===== src/pkg/stfe_pkg.sv =====
// ============================================================
// frame engine shared definitions
package stfe_pkg;

  localparam int STFE_FIELDS = 8;
  localparam int STFE_IDX_W  = 4;
  localparam int STFE_CNT_W  = 10;
  localparam int STFE_GAP_W  = 20;

  // ============================================================
  // line timing
  localparam longint STFE_CLK_HZ      = 20_000_000;
  localparam longint STFE_BAUD        = 9600;
  localparam longint STFE_CHAR_BITS   = 11;
  localparam longint STFE_GAP_HALVES  = 7;  // 3.5 characters
  localparam longint STFE_NS_PER_S    = 1_000_000_000;
  localparam longint STFE_GAP_NS      =
    (STFE_GAP_HALVES * STFE_CHAR_BITS * STFE_NS_PER_S + 2 * STFE_BAUD - 1)
    / (2 * STFE_BAUD);
  localparam int     STFE_GAP_CYC     =
    int'((STFE_GAP_NS * STFE_CLK_HZ + STFE_NS_PER_S - 1) / STFE_NS_PER_S);

  // ============================================================
  // checksum constants
  localparam logic [15:0] STFE_CRC_INIT = 16'hffff;
  localparam logic [15:0] STFE_CRC_POLY = 16'ha001;
  localparam logic [7:0]  STFE_HEX_DIG  = 8'h30;
  localparam logic [7:0]  STFE_HEX_LET  = 8'h37;

  // ============================================================
  // template description
  typedef enum logic [2:0] {
    STFE_F_END, STFE_F_NODE, STFE_F_CONST, STFE_F_LIMIT,
    STFE_F_DATA, STFE_F_VAR, STFE_F_CHECK
  } stfe_kind_type;

  typedef enum logic [1:0] {
    STFE_D_NONE, STFE_D_COUNT, STFE_D_END
  } stfe_delim_type;

  typedef enum logic [1:0] {
    STFE_C_CRC, STFE_C_LRC, STFE_C_XOR, STFE_C_ADD
  } stfe_chk_type;

  typedef enum logic [1:0] {
    STFE_M_NONE, STFE_M_ONES, STFE_M_TWOS
  } stfe_cmp_type;

  typedef struct packed {
    stfe_kind_type  kind;
    logic [2:0]     size;       // 1, 2 or 4 bytes
    logic [31:0]    value;      // constant, or lower bound
    logic [31:0]    upper;
    logic [9:0]     len;
    stfe_delim_type sub_delim;
    stfe_delim_type hl_delim;
    logic           keep_delim;
    logic [7:0]     end_char;
  } stfe_field_type;

  typedef struct packed {
    logic         produce;
    logic [7:0]   node;
    stfe_chk_type algo;
    stfe_cmp_type cmp;
    logic         ascii;
  } stfe_cfg_type;

  typedef struct packed {
    logic       valid;
    logic [7:0] data;
  } stfe_byte_type;

endpackage : stfe_pkg


===== src/rtl/stfe_cksum.sv =====
`timescale 1ns/1ps
module stfe_cksum
  import stfe_pkg::*;
(
  input  wire logic         mclk_in,
  input  wire logic         rst_in,
  input  wire logic         clear_in,
  input  wire logic         valid_in,
  input  wire logic [7:0]   data_in,
  input  wire stfe_chk_type algo_in,
  output logic [15:0]       sum_out
);

  logic [15:0] crc;
  logic [7:0]  add8;
  logic [7:0]  xor8;
  logic [15:0] stage [9];

  // ============================================================
  // reflected crc, one stage per bit
  assign stage[0] = crc ^ {8'h00, data_in};
  for (genvar i = 0; i < 8; i++) begin : g_crc
    assign stage[i+1] = stage[i][0] ? ((stage[i] >> 1) ^ STFE_CRC_POLY)
                                    : (stage[i] >> 1);
  end

  always_ff @(posedge mclk_in) begin
    if (rst_in || clear_in) begin
      crc  <= STFE_CRC_INIT;
      add8 <= 8'h00;
      xor8 <= 8'h00;
    end else if (valid_in) begin
      crc  <= stage[8];
      add8 <= add8 + data_in;
      xor8 <= xor8 ^ data_in;
    end
  end

  always_comb begin
    case (algo_in)
      STFE_C_CRC: sum_out = crc;
      STFE_C_LRC: sum_out = {8'h00, 8'(8'h00 - add8)};
      STFE_C_XOR: sum_out = {8'h00, xor8};
      default:    sum_out = {8'h00, add8};
    endcase
  end

endmodule : stfe_cksum


===== src/rtl/stfe_engine.sv =====
`timescale 1ns/1ps
// Notes on behaviour
// - node address field sends or expects the configured node byte.
// - produce constants go out unchanged, most significant byte first.
// - consume constants are compared; any mismatch discards the telegram.
// - a limit field in a produce template aborts with an error.
// - received limit values outside lower..upper discard the telegram.
// - produce data fields copy len bytes from high level input.
// - consume data field bytes are forwarded to the high level side.
// - consume counted variable data with keep_delim set gets an end byte generated if hl_delim is end, or its count byte forwarded if count.
// - consume variable data delimiter is forwarded or dropped per flag.
// - checksum is computed over the telegram and placed at its field.
// - direction flag selects produce or consume handling of all fields.
// - telegrams failing any check are ignored; engine rearms for next.
// - checksum is crc16, lrc, xor or add, complemented, binary or ascii.
// - silence of 3.5 characters ends a telegram and separates sends.
module stfe_engine
  import stfe_pkg::*;
#(
  parameter int GAP_CYCLES = STFE_GAP_CYC
) (
  input  wire logic           mclk_in,
  input  wire logic           rst_in,
  input  wire stfe_cfg_type   cfg_in,
  input  wire stfe_field_type tmpl_in [STFE_FIELDS],
  input  wire logic           start_in,
  input  wire logic           hl_valid_in,
  input  wire logic [7:0]     hl_data_in,
  output logic                hl_ready_out,
  output stfe_byte_type       tx_out,
  input  wire logic           tx_ready_in,
  input  wire stfe_byte_type  rx_in,
  output stfe_byte_type       fwd_out,
  output logic                busy_out,
  output logic                done_out,
  output logic                drop_out,
  output logic                err_out
);

  typedef enum logic [2:0] {
    ST_IDLE, ST_FIELD, ST_FETCH, ST_SEND, ST_GAP, ST_RECV, ST_SKIP
  } stfe_state_type;

  stfe_state_type          state;
  logic [STFE_IDX_W-1:0]   idx;
  logic [STFE_CNT_W-1:0]   bcnt;
  logic [STFE_CNT_W-1:0]   vlen;
  logic [31:0]             acc;
  logic [7:0]              hold;
  logic                    have;
  logic                    got;
  logic                    gen_pend;
  logic [7:0]              gen_char;
  logic [STFE_GAP_W-1:0]   gap_cnt;
  stfe_field_type          fld;
  logic [15:0]             raw_sum;
  logic [15:0]             fin_sum;
  logic [7:0]              sum_byte;
  logic [3:0]              nib;
  logic [7:0]              chk_byte;
  logic [STFE_CNT_W-1:0]   chk_len;
  logic [7:0]              const_byte;
  logic [31:0]             mask;
  logic [31:0]             acc_n;
  logic                    gap_hit;
  logic                    chk_clear;
  logic                    chk_valid;
  logic [7:0]              chk_data;
  logic                    p_send, p_last, p_fetch, p_err, p_end, p_feed;
  logic [7:0]              p_byte;
  logic                    c_bad, c_fwd, c_last, c_feed, c_gen;

  // ============================================================
  // current field and derived values
  assign fld = (idx < STFE_IDX_W'(STFE_FIELDS)) ?
               tmpl_in[idx[2:0]] : '0;
  assign gap_hit = (gap_cnt == STFE_GAP_W'(GAP_CYCLES - 1));
  assign mask = (fld.size == 3'd1) ? 32'h0000_00ff :
                (fld.size == 3'd2) ? 32'h0000_ffff : 32'hffff_ffff;
  assign acc_n = {acc[23:0], rx_in.data};
  assign const_byte = 8'(fld.value >> {3'(fld.size - 3'd1 - bcnt[2:0]),
                                       3'b000});

  // ============================================================
  // checksum shaping
  always_comb begin
    case (cfg_in.cmp)
      STFE_M_ONES: fin_sum = ~raw_sum;
      STFE_M_TWOS: fin_sum = 16'(16'h0000 - raw_sum);
      default:     fin_sum = raw_sum;
    endcase
    if (cfg_in.algo != STFE_C_CRC) fin_sum[15:8] = 8'h00;
    chk_len = (cfg_in.algo == STFE_C_CRC) ? 10'h002 : 10'h001;
    if (cfg_in.ascii) chk_len = {chk_len[8:0], 1'b0};
    // crc goes low byte first, as on the serial bus
    if (cfg_in.ascii) sum_byte = (bcnt[1] ? fin_sum[15:8] : fin_sum[7:0]);
    else              sum_byte = (bcnt[0] ? fin_sum[15:8] : fin_sum[7:0]);
    nib = bcnt[0] ? sum_byte[3:0] : sum_byte[7:4];
    if (!cfg_in.ascii)      chk_byte = sum_byte;
    else if (nib < 4'ha)    chk_byte = STFE_HEX_DIG + {4'h0, nib};
    else                    chk_byte = STFE_HEX_LET + {4'h0, nib};
  end

  // ============================================================
  // produce step for the current field
  always_comb begin
    p_send  = 1'b0;
    p_last  = 1'b0;
    p_fetch = 1'b0;
    p_err   = 1'b0;
    p_end   = 1'b0;
    p_feed  = 1'b1;
    p_byte  = hold;
    case (fld.kind)
      STFE_F_NODE: begin
        p_send = 1'b1;
        p_byte = cfg_in.node;
        p_last = 1'b1;
      end
      STFE_F_CONST: begin
        p_send = 1'b1;
        p_byte = const_byte;
        p_last = (bcnt == STFE_CNT_W'(fld.size - 3'd1));
      end
      STFE_F_LIMIT: p_err = 1'b1;
      STFE_F_DATA: begin
        if (!have) p_fetch = 1'b1;
        else begin
          p_send = 1'b1;
          p_last = (bcnt == fld.len - 10'h001);
        end
      end
      STFE_F_VAR: begin
        if (!have) p_fetch = 1'b1;
        else begin
          case (fld.sub_delim)
            STFE_D_COUNT: begin
              if (bcnt == '0) begin
                p_send = fld.keep_delim;
                p_last = (hold == 8'h00);
              end else begin
                p_send = 1'b1;
                p_last = (bcnt == vlen);
              end
            end
            STFE_D_END: begin
              p_last = (hold == fld.end_char);
              p_send = p_last ? fld.keep_delim : 1'b1;
            end
            default: begin
              p_send = 1'b1;
              p_last = (bcnt == fld.len - 10'h001);
            end
          endcase
        end
      end
      STFE_F_CHECK: begin
        p_send = 1'b1;
        p_byte = chk_byte;
        p_feed = 1'b0;
        p_last = (bcnt == chk_len - 10'h001);
      end
      default: p_end = 1'b1;
    endcase
  end

  // ============================================================
  // consume check for one received byte
  always_comb begin
    c_bad  = 1'b0;
    c_fwd  = 1'b0;
    c_last = 1'b0;
    c_feed = 1'b1;
    c_gen  = 1'b0;
    case (fld.kind)
      STFE_F_NODE: begin
        c_bad  = (rx_in.data != cfg_in.node);
        c_last = 1'b1;
      end
      STFE_F_CONST: begin
        c_last = (bcnt == STFE_CNT_W'(fld.size - 3'd1));
        c_bad  = c_last && ((acc_n & mask) != (fld.value & mask));
      end
      STFE_F_LIMIT: begin
        c_last = (bcnt == STFE_CNT_W'(fld.size - 3'd1));
        c_bad  = c_last && (((acc_n & mask) < (fld.value & mask)) ||
                            ((acc_n & mask) > (fld.upper & mask)));
      end
      STFE_F_DATA: begin
        c_fwd  = 1'b1;
        c_last = (bcnt == fld.len - 10'h001);
      end
      STFE_F_VAR: begin
        case (fld.sub_delim)
          STFE_D_COUNT: begin
            if (bcnt == '0) begin
              c_fwd  = fld.keep_delim &&
                       (fld.hl_delim == STFE_D_COUNT);
              c_last = (rx_in.data == 8'h00);
            end else begin
              c_fwd  = 1'b1;
              c_last = (bcnt == vlen);
            end
          end
          STFE_D_END: begin
            c_last = (rx_in.data == fld.end_char);
            c_fwd  = c_last ? (fld.keep_delim &&
                               fld.hl_delim == STFE_D_END) : 1'b1;
          end
          default: c_fwd = 1'b1;
        endcase
        // end byte made locally when a counted field ends; the line carried none
        c_gen = c_last && fld.keep_delim && fld.hl_delim == STFE_D_END &&
                fld.sub_delim != STFE_D_END;
      end
      STFE_F_CHECK: begin
        c_feed = 1'b0;
        c_bad  = (rx_in.data != chk_byte);
        c_last = (bcnt == chk_len - 10'h001);
      end
      default: c_bad = 1'b1;
    endcase
  end

  // ============================================================
  // checksum unit
  assign chk_clear = (state == ST_IDLE);
  assign chk_valid = (state == ST_FIELD && p_send && p_feed) ||
                     (state == ST_RECV && rx_in.valid && c_feed);
  assign chk_data  = (state == ST_RECV) ? rx_in.data : p_byte;

  stfe_cksum u_cksum (
    .mclk_in  (mclk_in),
    .rst_in   (rst_in),
    .clear_in (chk_clear),
    .valid_in (chk_valid),
    .data_in  (chk_data),
    .algo_in  (cfg_in.algo),
    .sum_out  (raw_sum)
  );

  // ============================================================
  // sequencing of both directions
  always_ff @(posedge mclk_in) begin
    if (rst_in) begin
      state        <= ST_IDLE;
      idx          <= '0;
      bcnt         <= '0;
      vlen         <= '0;
      acc          <= '0;
      hold         <= 8'h00;
      have         <= 1'b0;
      got          <= 1'b0;
      gap_cnt      <= '0;
      hl_ready_out <= 1'b0;
      busy_out     <= 1'b0;
      done_out     <= 1'b0;
      drop_out     <= 1'b0;
      err_out      <= 1'b0;
    end else begin
      done_out <= 1'b0;
      drop_out <= 1'b0;
      err_out  <= 1'b0;
      if (!gap_hit) gap_cnt <= gap_cnt + 1'b1;
      case (state)
        ST_IDLE: begin
          idx  <= '0;
          bcnt <= '0;
          acc  <= '0;
          have <= 1'b0;
          got  <= 1'b0;
          if (cfg_in.produce && start_in) begin
            busy_out <= 1'b1;
            state    <= ST_FIELD;
          end else if (!cfg_in.produce) begin
            state <= ST_RECV;
          end
        end
        ST_FIELD: begin
          if (p_end) begin
            done_out <= 1'b1;
            gap_cnt  <= '0;
            state    <= ST_GAP;
          end else if (p_err) begin
            err_out  <= 1'b1;
            busy_out <= 1'b0;
            state    <= ST_IDLE;
          end else if (p_fetch) begin
            hl_ready_out <= 1'b1;
            state        <= ST_FETCH;
          end else begin
            have <= 1'b0;
            if (fld.kind == STFE_F_VAR && bcnt == '0)
              vlen <= {2'b00, hold};
            if (p_last) begin
              idx  <= idx + 1'b1;
              bcnt <= '0;
            end else begin
              bcnt <= bcnt + 1'b1;
            end
            if (p_send) state <= ST_SEND;
          end
        end
        ST_FETCH: begin
          if (hl_valid_in) begin
            hold         <= hl_data_in;
            have         <= 1'b1;
            hl_ready_out <= 1'b0;
            state        <= ST_FIELD;
          end
        end
        ST_SEND: if (tx_ready_in) state <= ST_FIELD;
        ST_GAP: begin
          // quiet line before the next telegram may start
          if (gap_hit) begin
            busy_out <= 1'b0;
            state    <= ST_IDLE;
          end
        end
        ST_RECV: begin
          if (rx_in.valid) begin
            got      <= 1'b1;
            busy_out <= 1'b1;
            gap_cnt  <= '0;
            if (c_bad) begin
              state <= ST_SKIP;
            end else begin
              acc <= c_last ? '0 : acc_n;
              if (fld.kind == STFE_F_VAR && bcnt == '0)
                vlen <= {2'b00, rx_in.data};
              if (c_last) begin
                idx  <= idx + 1'b1;
                bcnt <= '0;
              end else begin
                bcnt <= bcnt + 1'b1;
              end
            end
          end else if (got && gap_hit) begin
            // an open-ended variable field completes at the gap
            if (fld.kind == STFE_F_END ||
                (fld.kind == STFE_F_VAR && fld.sub_delim == STFE_D_NONE))
              done_out <= 1'b1;
            else
              drop_out <= 1'b1;
            busy_out <= 1'b0;
            state    <= ST_IDLE;
          end
        end
        ST_SKIP: begin
          if (rx_in.valid) begin
            gap_cnt <= '0;
          end else if (gap_hit) begin
            drop_out <= 1'b1;
            busy_out <= 1'b0;
            state    <= ST_IDLE;
          end
        end
        default: state <= ST_IDLE;
      endcase
    end
  end

  // ============================================================
  // serial transmit byte
  always_ff @(posedge mclk_in) begin
    if (rst_in) begin
      tx_out <= '0;
    end else if (state == ST_FIELD && !p_end && !p_err && !p_fetch &&
                 p_send) begin
      tx_out <= '{valid: 1'b1, data: p_byte};
    end else if (state == ST_SEND && tx_ready_in) begin
      tx_out.valid <= 1'b0;
    end
  end

  // ============================================================
  // high level forward stream, no back-pressure
  always_ff @(posedge mclk_in) begin
    if (rst_in) begin
      fwd_out  <= '0;
      gen_pend <= 1'b0;
      gen_char <= 8'h00;
    end else begin
      fwd_out  <= '0;
      gen_pend <= 1'b0;
      if (gen_pend) begin
        fwd_out <= '{valid: 1'b1, data: gen_char};
      end else if (state == ST_RECV && rx_in.valid && !c_bad) begin
        fwd_out  <= '{valid: c_fwd, data: rx_in.data};
        gen_pend <= c_gen;
        gen_char <= fld.end_char;
      end
    end
  end

endmodule : stfe_engine


===== config.mk =====
export PLATFORM = sky130hd
export DESIGN_NAME = stfe_engine
export DESIGN_NICKNAME = d
export VERILOG_FILES = /design/src/pkg/stfe_pkg.sv /design/src/rtl/stfe_cksum.sv /design/src/rtl/stfe_engine.sv
export SDC_FILE = /design/constraint.sdc
export NUM_CORES = 1
export LEC_CHECK = 0
export ABC_AREA = 1
export BUFFER_PORTS_ARGS = -buffer_cell sky130_fd_sc_hd__buf_2
export CAP_MARGIN = 0
export CORE_AREA = 5 5 307 309
export CTS_CLUSTER_SIZE = 28
export DETAILED_ROUTE_END_ITERATION = 10
export DIE_AREA = 0 0 312 314
export PLACE_DENSITY = 0.49
export SYNTH_ARGS = -nofsm -noshare
export SYNTH_HDL_FRONTEND = slang
export SYNTH_SLANG_ARGS = --single-unit
export TNS_END_PERCENT = 50

===== constraint.sdc =====
create_clock -name mclk_in -period 5.8 [get_ports mclk_in]
set_input_delay 0.29 -clock mclk_in [delete_from_list [all_inputs] [get_ports mclk_in]]
set_output_delay 0.29 -clock mclk_in [all_outputs]
set_load 0.05 [all_outputs]

==> results.json, run 1 <==
{
  "timing.final.hold_violations": 0,
  "ys.warnings.count": 0,
  "final_antenna_net_count": 0,
  "drc_errors": 0,
  "tritoncts": "yes",
  "cts.sink_count": 143,
  "end_kind": "flop",
  "fp.dieH_um": 314,
  "slew-limit-headroom_pct": 20.2,
  "critical_path.most_common_cell": "nor2_1",
  "globalRouteTotalUtil_pct": 26.4,
  "post_drt_via_cell_ratio": 5.20,
  "core-area_sq_um": 91100,
  "avgRoutedWirePerCell_um": 27.7,
  "synth.lib_cells_used.distinct": 59,
  "min_period_ns": 5.38,
  "critical_path_buf_inv_count": 3,
  "path_clk_slew_ns": 0.06,
  "critPathLaunchType": "flop",
  "postSynthAreaPerCell_sq_um": 5.90,
  "synthesis.nets": 3892,
  "drt_first_pass_iters": 6,
  "fraction_of_the_mapped_netlist_area_in_compound_gates_pct": 34.7,
  "part_of_the_cycle_the_worst_path_needs_pct": 92.7,
  "critPathMaxFanout": 33,
  "syn-instance-count": 3021,
  "synth_xor_area_share_pct": 2.85,
  "initial_core_util_pct": 19.6,
  "p_leak_uw": 0.0108,
  "critPathRequiredTime_ns": 6.15,
  "total_power_uw": 8740,
  "syn_to_final_growth_pct": 33.8,
  "first_global_vias": 24100,
  "critPathTopFamily": "simple AND/OR/NAND/NOR gates",
  "die_area_sq_um": 98000,
  "overflow": 0,
  "yosys_register_bits": 143,
  "number_of_enable_type_register_cells_in_the_synthesized_netlist": 0,
  "proportion_of_layout_cells_with_a_drive_suffix_above_1_pct": 26.8,
  "critical_path.startpoint": "idx[1]",
  "synth_simple_gate_area_share_pct": 30.3,
  "max_cap_viol_count": 0,
  "worst_hold_startpoint": "hl_data_in[1]",
  "first_pass_grt_wire_length_um": 186000,
  "cts_buffer_depth": 2,
  "finalClockSkew_ns": 0.0145,
  "final.setup.worst_slack_ns": 0.425,
  "first_iter_violations": 2412,
  "rsz0062_at_grt": "no",
  "summed_negative_setup_slack_over_all_endpoints_ns": 0,
  "timing.setup.critical_path_class": "reg -> reg",
  "die-width_um": 312,
  "slew_violations": 0,
  "peakVddDrop_v": 0.000313,
  "critical-path-slowest-cell": "a221oi_1",
  "post_synth_instance_area_sq_um": 17800,
  "place.gp.congestion": 0.981,
  "seq_area_frac_synth_pct": 16.1,
  "vias": 25700,
  "synth_mux_area_share_pct": 0,
  "combinational_family_with_the_most_area_after_synthesis": "compound AO/OA/AOI/OAI gates",
  "antenna_violations_before_repair": 108,
  "clock_latency_late_sink_ns": 0.48,
  "htree_levels": 4,
  "pre_cts_slack_ns": 0.393,
  "design.final.nets": 4575,
  "dpl.hpwl_um": 117000,
  "setup_viol": 0,
  "portBuffers": 802,
  "crit-reg2reg-launch": "idx[1]",
  "result_of_the_run": "finished, final reports clean",
  "clockRootBuffer": "clkbuf_16",
  "wire_length_after_detailed_routing_um": 137000,
  "max_freq_ghz": 0.186,
  "tightestPinTransition_ns": 1.18,
  "critical_path.max_stage_delay_ns": 0.62,
  "ios": 803,
  "final_util_pct": 26.2,
  "fp-row-count": 111,
  "cellPowerDensity_nw_per_um2": 367,
  "hold_class": "in -> reg",
  "cp_data_arrival_time_ns": 5.73,
  "synth_async_sr_flop_share_pct": 0,
  "pin_count_of_the_biggest_net_entering_global_routing": 141,
  "ys.flop_type": "dfxtp_1",
  "post_synth_fa_ha_maj_area_fraction_pct": 6.48,
  "number_of_clock_buffers_inserted_by_tritoncts": 17
}
==> path summary, 6_finish.rpt <==
check / to / slack [ns] / cells past startpoint
min reg2reg: u_cksum.xor8[0] / 0.46 / 1
max: u_cksum.add8[7] / 0.42 / 29
min: hold[1] / 0.12 / 3
max reg2reg: u_cksum.add8[7] / 0.42 / 29
==> sequential cells by signal, summed over array words and instances (netlist names), 3 cells and up <==
signal	count
tx_out	9
u_cksum.xor8	8
idx	4
vlen	8
gap_cnt	20
hold	8
gen_char	8
acc	24
u_cksum.add8	8
bcnt	10
fwd_out	9
state	3
u_cksum.crc	16
==> repair_timing <==
item                       in CTS  in global routing
hold buffers                    0                  0
gates resized for setup         0                  3
setup buffers                   0                  0
setup endpoints to repair       0                  6
==> worst min-delay path, cell delays in order <==
cell and delay [ns]:
buf_2 0.08, o21ai_0 0.07, a21oi_1 0.10
==> logic make-up (layout without fill, tap and decap cells) <==
family / count (synthesis) / after routing
buf+inv: 429 / 1125
fa+ha+maj: 91 / 91
xor+xnor: 58 / 58
compound gates: 1029 / 1029
simple gates: 1271 / 1271
flops: 143 / 143
other cells: 0 / 49
==> metrics by stage <==
stage          hold WS, ns  instance area [sq um]  instances
2_1_floorplan        0.414                  17800       3021
3_3_place_gp         0.449                  23100       4871
3_5_place_dp         0.443                  23100       4871
4_1_cts             0.0804                  23700       4903
5_1_grt              0.111                  23800       4929
6_report             0.116                  23800       4952
==> cell usage in the layout, fill, tap and decap left out, types with 28 or more instances in the layout <==
master and n:
diode_2 49, a21oi_1 167, o2111ai_1 28, nand3_1 164, buf_4 61, o211ai_1 38, nor2_1 592, o21ai_0 495
o221ai_1 97, buf_2 802, ha_1 89, nor3_1 32, a31oi_1 33, nand4_1 35, inv_1 204, xor2_1 46
dfxtp_1 140, o22ai_1 76, nand2_1 371
==> layout make-up <==
| type | instances | area (sq um) |
|---|---|---|
| diodes | 49 | 123 |
| clock inverters | 11 | 106 |
| well taps | 1186 | 1480 |
| multi-input cells | 2449 | 13200 |
| fillers | 10700 | 67300 |
| clock buffers | 21 | 470 |
| inverters | 219 | 841 |
| repair buffers | 874 | 4690 |
| flip-flops and latches | 143 | 2870 |
==> per-layer routing <==
layer	up-vias	routed length (um)	global-route usage [%]
li1	12000	-	-
met1	12300	52000	29.9
met2	1113	69600	47.7
met3	255	10700	7.04
met4	52	4570	9.44
met5	-	339	0
==> where the power goes <==
part / leakage (uW) / internal (uW) / switching, uW
logic: 0.00939 / 1940 / 4390
clock network: 0.000276 / 626 / 496
registers: 0.00116 / 1160 / 128
==> synth_stat cells (16+ instances only) <==
library cell,instances,area share [%]
clkbuf_1,149,3.1
ha_1,89,6.3
dfxtp_1,143,16
nand2_2,21,0.74
nor4_1,16,0.56
o2111ai_1,28,1.4
nor2_1,593,12
xor2_1,46,2.3
o221ai_1,97,4.8
o211ai_1,38,1.6
buf_2,45,1.3
nor3_1,32,0.90
nand4_1,35,1.2
a21oi_1,167,4.7
a31oi_1,33,1.2
nand2_1,371,7.8
nand3_1,165,4.6
inv_1,206,4.3
o22ai_1,76,2.7
o21ai_0,497,14
No activity file was read; power rests on OpenSTA's default activity.
==> run 2: changes to the inputs <==
- CELL_PAD_IN_SITES_DETAIL_PLACEMENT: default -> 0
- CELL_PAD_IN_SITES_GLOBAL_PLACEMENT: default -> 1
- PLACE_DENSITY: 0.49 -> 0.64
==> results.json, run 2 (same netlist as run 1, synthesis figures left out) <==
{
  "result_of_the_run": "finished, final reports clean",
  "die_area_sq_um": 98000,
  "part_of_the_cycle_the_worst_path_needs_pct": 92.4,
  "tritoncts": "yes",
  "finalClockSkew_ns": 0.00938,
  "fp.dieH_um": 314,
  "proportion_of_layout_cells_with_a_drive_suffix_above_1_pct": 26.9,
  "syn_to_final_growth_pct": 33.7,
  "fillers": 10800,
  "drt_first_pass_iters": 6,
  "number_of_flip_flops_in_the_largest_register": 24,
  "number_of_clock_buffers_inserted_by_tritoncts": 17,
  "initial_core_util_pct": 19.6,
  "first_iter_violations": 2507,
  "pin_count_of_the_biggest_net_entering_global_routing": 178,
  "die-width_um": 312,
  "worst_hold_slack_ns": 0.118,
  "p_leak_uw": 0.0108,
  "cts.sink_count": 143,
  "drc_errors": 0,
  "register_with_the_most_flip_flops": "acc",
  "wire_length_after_detailed_routing_um": 135000,
  "peakVddDrop_v": 0.000293,
  "setup_viol": 0,
  "top_flop_regs": "acc x24, gap_cnt x20, u_cksum.crc x16",
  "portBuffers": 802,
  "dpl.hpwl_um": 115000,
  "core-area_sq_um": 91100,
  "clock_latency_late_sink_ns": 0.47,
  "post_drt_via_cell_ratio": 5.19,
  "regArea_sq_um": 2870,
  "cts_buffer_depth": 2,
  "tightestPinTransition_ns": 0.914,
  "timing.final.hold_violations": 0,
  "place.gp.congestion": 0.991,
  "clockRootBuffer": "clkbuf_16",
  "critPathMaxFanout": 175,
  "mostFrequentLayoutCells": "buf_2, nor2_1, o21ai_0",
  "cp_data_arrival_time_ns": 5.76,
  "path_clk_slew_ns": 0.07,
  "max_cap_viol_count": 0,
  "final_antenna_net_count": 0,
  "reg2regPathDepth": 21,
  "final.setup.worst_slack_ns": 0.439,
  "multiInputGateArea_sq_um": 13300,
  "ios": 803,
  "critPathRequiredTime_ns": 6.20,
  "timing.setup.critical_path_class": "reg -> reg",
  "end_kind": "flop",
  "design.final.nets": 4575,
  "hold_class": "in -> reg",
  "mostFrequentLayoutCell": "buf_2",
  "cellPowerDensity_nw_per_um2": 366,
  "vias": 25600,
  "globalRouteTotalUtil_pct": 25.9,
  "pre_cts_slack_ns": 0.254,
  "slew_violations": 0,
  "min_period_ns": 5.36,
  "slew-limit-headroom_pct": 39.1,
  "hold-path-cell-count": 3,
  "antenna_violations_before_repair": 116,
  "htree_levels": 4,
  "critPathLaunchType": "flop",
  "overflow": 0,
  "max_freq_ghz": 0.187,
  "fp-row-count": 111,
  "first_pass_grt_wire_length_um": 183000,
  "first_global_vias": 23900,
  "avgRoutedWirePerCell_um": 27.3,
  "postCtsHoldBufs": 0
}
==> run 2: changes by cell type in the layout (fill, tap and decap cells not counted), moves of 2 or more <==
cell,delta
diode_2,-8
buf_12,-5
buf_4,+3
o21ai_0,-3
o21ai_1,+3
clkbuf_8,-2
inv_6,+2
nand3_1,-2
nand3_2,+2
==> run 2: per-layer routing <==
layer | up-vias | wire length (um) | track usage (%)
met3 | 272 | 10800 | 7.00
met2 | 1094 | 66600 | 45.8
li1 | 12000 | - | -
met4 | 60 | 5770 | 10.2
met1 | 12200 | 51600 | 29.8
met5 | - | 421 | 0
==> run 2: per-stage QoR <==
step           setup TNS [ns]  power, uW  std cells  utilization (%)  cell area [sq um]
2_1_floorplan               0       5330       3021                -              17800
3_3_place_gp                0       7460       4869             25.3              23100
3_5_place_dp                0       7470       4869             25.3              23100
4_1_cts                     0       8660       4901             26.0              23700
5_1_grt              -0.00249       9430       4928             26.1              23800
6_report                    0       8720       4944             26.2              23800
==> run 2: final cells by class <==
type	count	share of cell area [%]
multi-input combinational	2449	55.7
clock buffer	19	1.86
timing repair buffer	874	19.5
tap	1186	6.23
inverter	219	3.53
sequential	143	12.1
antenna	41	0.431
clock inverter	13	0.635
==> run 2: final timing paths <==
path                        start         endpoint  slack, ns
setup / recovery           idx[0]      gen_char[7]       0.44
setup reg to reg           idx[0]      gen_char[7]       0.44
hold reg to reg   u_cksum.xor8[0]  u_cksum.xor8[0]       0.45
hold / removal      hl_data_in[0]          hold[0]       0.12
==> run 2: worst max-delay path: stages, from the launching register on <==
cell and delay [ns]:
dfxtp_4 0.46, inv_8 0.23, buf_12 0.43, o21ai_0 0.16
o22ai_1 0.26, o211ai_1 0.17, ha_1 0.33, inv_1 0.06
o21bai_1 0.06, a221oi_1 0.41, o221ai_1 0.25, a2111oi_0 0.52
o21ai_0 0.15, nand2_1 0.11, nand3_1 0.10, o311ai_0 0.20
nand3_2 0.22, nor2_4 0.20, nand2_2 0.14, clkinv_2 0.21
o21ai_0 0.13, a21oi_1 0.15
==> run 2: power breakdown <==
| part | switching (uW) | internal, uW | total (uW) |
|---|---|---|---|
| logic | 4300 | 1960 | 6260 |
| clock network | 504 | 652 | 1160 |
| registers | 142 | 1160 | 1300 |
==> run 2: what timing repair did <==
action	4_1_cts	5_1_grt
endpoints found under the setup margin	0	31
setup buffers	0	2
gates resized for setup	0	13
==> run 3: changes to the inputs <==
- CORE_AREA: 5 5 307 309 -> 2 2 313 315
- DIE_AREA: 0 0 312 314 -> 0 0 315 317
- PLACE_DENSITY: 0.64 -> 0.62
==> results.json, run 3 (same netlist as run 1, synthesis figures left out) <==
{
  "worst_hold_slack_ns": 0.107,
  "rsz0062_at_grt": "no",
  "number_of_flip_flops_in_the_largest_register": 24,
  "finalClockSkew_ns": 0.0148,
  "pre_cts_slack_ns": 0.199,
  "cts_buffer_depth": 2,
  "critPathMaxFanout": 81,
  "summed_negative_setup_slack_over_all_endpoints_ns": 0,
  "pin_count_of_the_biggest_net_entering_global_routing": 139,
  "critPathRequiredTime_ns": 6.14,
  "critPathLaunchType": "flop",
  "cellPowerDensity_nw_per_um2": 366,
  "sw_frac_of_total_pct": 57.1,
  "setup_viol": 0,
  "critPathTopFamily": "compound AO/OA/AOI/OAI gates",
  "hold_class": "in -> reg",
  "dr_wl_met3_um": 11500,
  "fp.dieH_um": 317,
  "proportion_of_layout_cells_with_a_drive_suffix_above_1_pct": 27.0,
  "number_of_clock_buffers_inserted_by_tritoncts": 17,
  "tightestPinTransition_ns": 0.910,
  "cts.sink_count": 143,
  "slew-limit-headroom_pct": 38.7,
  "top_flop_regs": "acc x24, gap_cnt x20, u_cksum.crc x16",
  "min_period_ns": 5.46,
  "final.setup.worst_slack_ns": 0.338,
  "fp-row-count": 114,
  "cp_data_arrival_time_ns": 5.80,
  "end_kind": "flop",
  "antenna_violations_before_repair": 101,
  "htree_levels": 4,
  "die_area_sq_um": 99900,
  "timing.final.hold_violations": 0,
  "detailed_place.area_sq_um": 23200,
  "first_pass_grt_wire_length_um": 183000,
  "part_of_the_cycle_the_worst_path_needs_pct": 94.2,
  "drc_errors": 0,
  "vias": 25500,
  "postCtsHoldBufs": 0,
  "avgRoutedWirePerCell_um": 26.8,
  "slew_violations": 0,
  "tritoncts": "yes",
  "max_freq_ghz": 0.183,
  "first_global_vias": 24100,
  "maxUsedRoutingLayer": "met5",
  "cp_cell_sequence": "buf_4, buf_12, o21ai_0, o22ai_1, o21ai_0, a31oi_2, nand2_1, ha_1, a21oi_1, nor2_1, a211oi_1, o21a_1, o21ai_0, a221oi_1, o221ai_1, nand3_1, o311ai_0, nand3_2, nor2_4, nand2_2, clkinv_2, o21ai_0, a21oi_1",
  "clockRootBuffer": "clkbuf_16",
  "p_comb_share_pct": 72.1,
  "core-area_sq_um": 96300,
  "post_drt_via_cell_ratio": 5.05,
  "critical-path-slowest-cell": "dfxtp_4",
  "clock_latency_late_sink_ns": 0.48,
  "initial_core_util_pct": 18.5,
  "result_of_the_run": "finished, final reports clean",
  "multiInputGateArea_sq_um": 13300,
  "final_antenna_net_count": 0,
  "p_leak_uw": 0.0109,
  "critical_path.most_common_cell": "o21ai_0",
  "design.final.nets": 4579,
  "dpl.hpwl_um": 114000,
  "fillers": 11300,
  "mostFrequentLayoutCell": "buf_2",
  "regArea_sq_um": 2880,
  "path_clk_slew_ns": 0.08,
  "place.gp.congestion": 0.960,
  "die-width_um": 315,
  "share_clk_of_total_power_pct": 13.1,
  "post-route-cell-area_sq_um": 24000,
  "routed-wl-met2_um": 66200,
  "seq_power_share_pct": 14.8,
  "overflow": 0,
  "mostFrequentLayoutCells": "buf_2, nor2_1, o21ai_0",
  "wl_met1_um": 51900,
  "total_switching_power_uw": 5010,
  "ios": 803,
  "critical_path_buf_inv_count": 3,
  "critical_path.max_stage_delay_ns": 0.50,
  "drt_first_pass_iters": 6,
  "portBuffers": 802,
  "timing.setup.critical_path_class": "reg -> reg",
  "internal_portion_of_total_power_uw": 3770,
  "globalRouteTotalUtil_pct": 25.9,
  "peakVddDrop_v": 0.000204,
  "wire_length_after_detailed_routing_um": 135000,
  "max_cap_viol_count": 0,
  "syn_to_final_growth_pct": 34.9,
  "first_iter_violations": 2102,
  "register_with_the_most_flip_flops": "acc"
}
==> run 3: cell count changes in the layout (fill, tap and decap cells not counted), moves of 2 or more <==
cell	change
buf_12	+5
diode_2	+6
o21ai_1	-3
inv_8	+2
inv_6	-2
o21ai_0	+3
==> run 3: tightest hold or removal path, stage by stage <==
cell	delay (ns)
buf_2	0.07
o21ai_0	0.08
a21oi_1	0.10
==> run 3: power by group through the flow <==
stage	registers (uW)	clock network, uW	logic, uW
4_1_cts	1300	1190	6250
5_1_grt	1320	1220	6990
3_5_place_dp	1320	0	6220
2_1_floorplan	1340	0	3990
6_report	1300	1150	6330
3_3_place_gp	1320	0	6230
==> run 3: timing repair <==
action                                  CTS  global route
gates resized for setup                   0             9
buffers inserted                          0             5
endpoints found under the setup margin    0            49
==> run 3: final cells by class <==
| class | count | share of cell area, % |
|---|---|---|
| multi-input cells | 2449 | 55.2 |
| repair buffers | 878 | 19.7 |
| clock buffers | 21 | 1.96 |
| well taps | 1276 | 6.64 |
| flip-flops and latches | 143 | 12.0 |
| clock inverters | 11 | 0.505 |
| diodes | 47 | 0.489 |
| inverters | 219 | 3.50 |
==> run 3: final timing paths <==
kind	startpoint	depth (start not counted)	slack, ns	to
setup / recovery	idx[0]	23	0.34	gen_char[7]
hold / removal	hl_data_in[0]	3	0.11	hold[0]
setup reg to reg	idx[0]	23	0.34	gen_char[7]
hold reg to reg	u_cksum.xor8[0]	1	0.45	u_cksum.xor8[0]
==> run 3: routing by layer <==
metal / up-vias / GRT usage (%)
met2: 1080 / 45.6
met4: 52 / 9.95
met1: 12100 / 29.6
li1: 12100 / -
met3: 228 / 7.24
met5: - / 0
==> run 3: stage by stage <==
stage	power (uW)	cells	util, %
floorplan	5330	3021	-
global placement	7550	4960	24.1
detailed placement	7550	4960	24.1
CTS	8740	4992	24.8
global route	9540	5023	24.9
finish	8780	5044	25.0
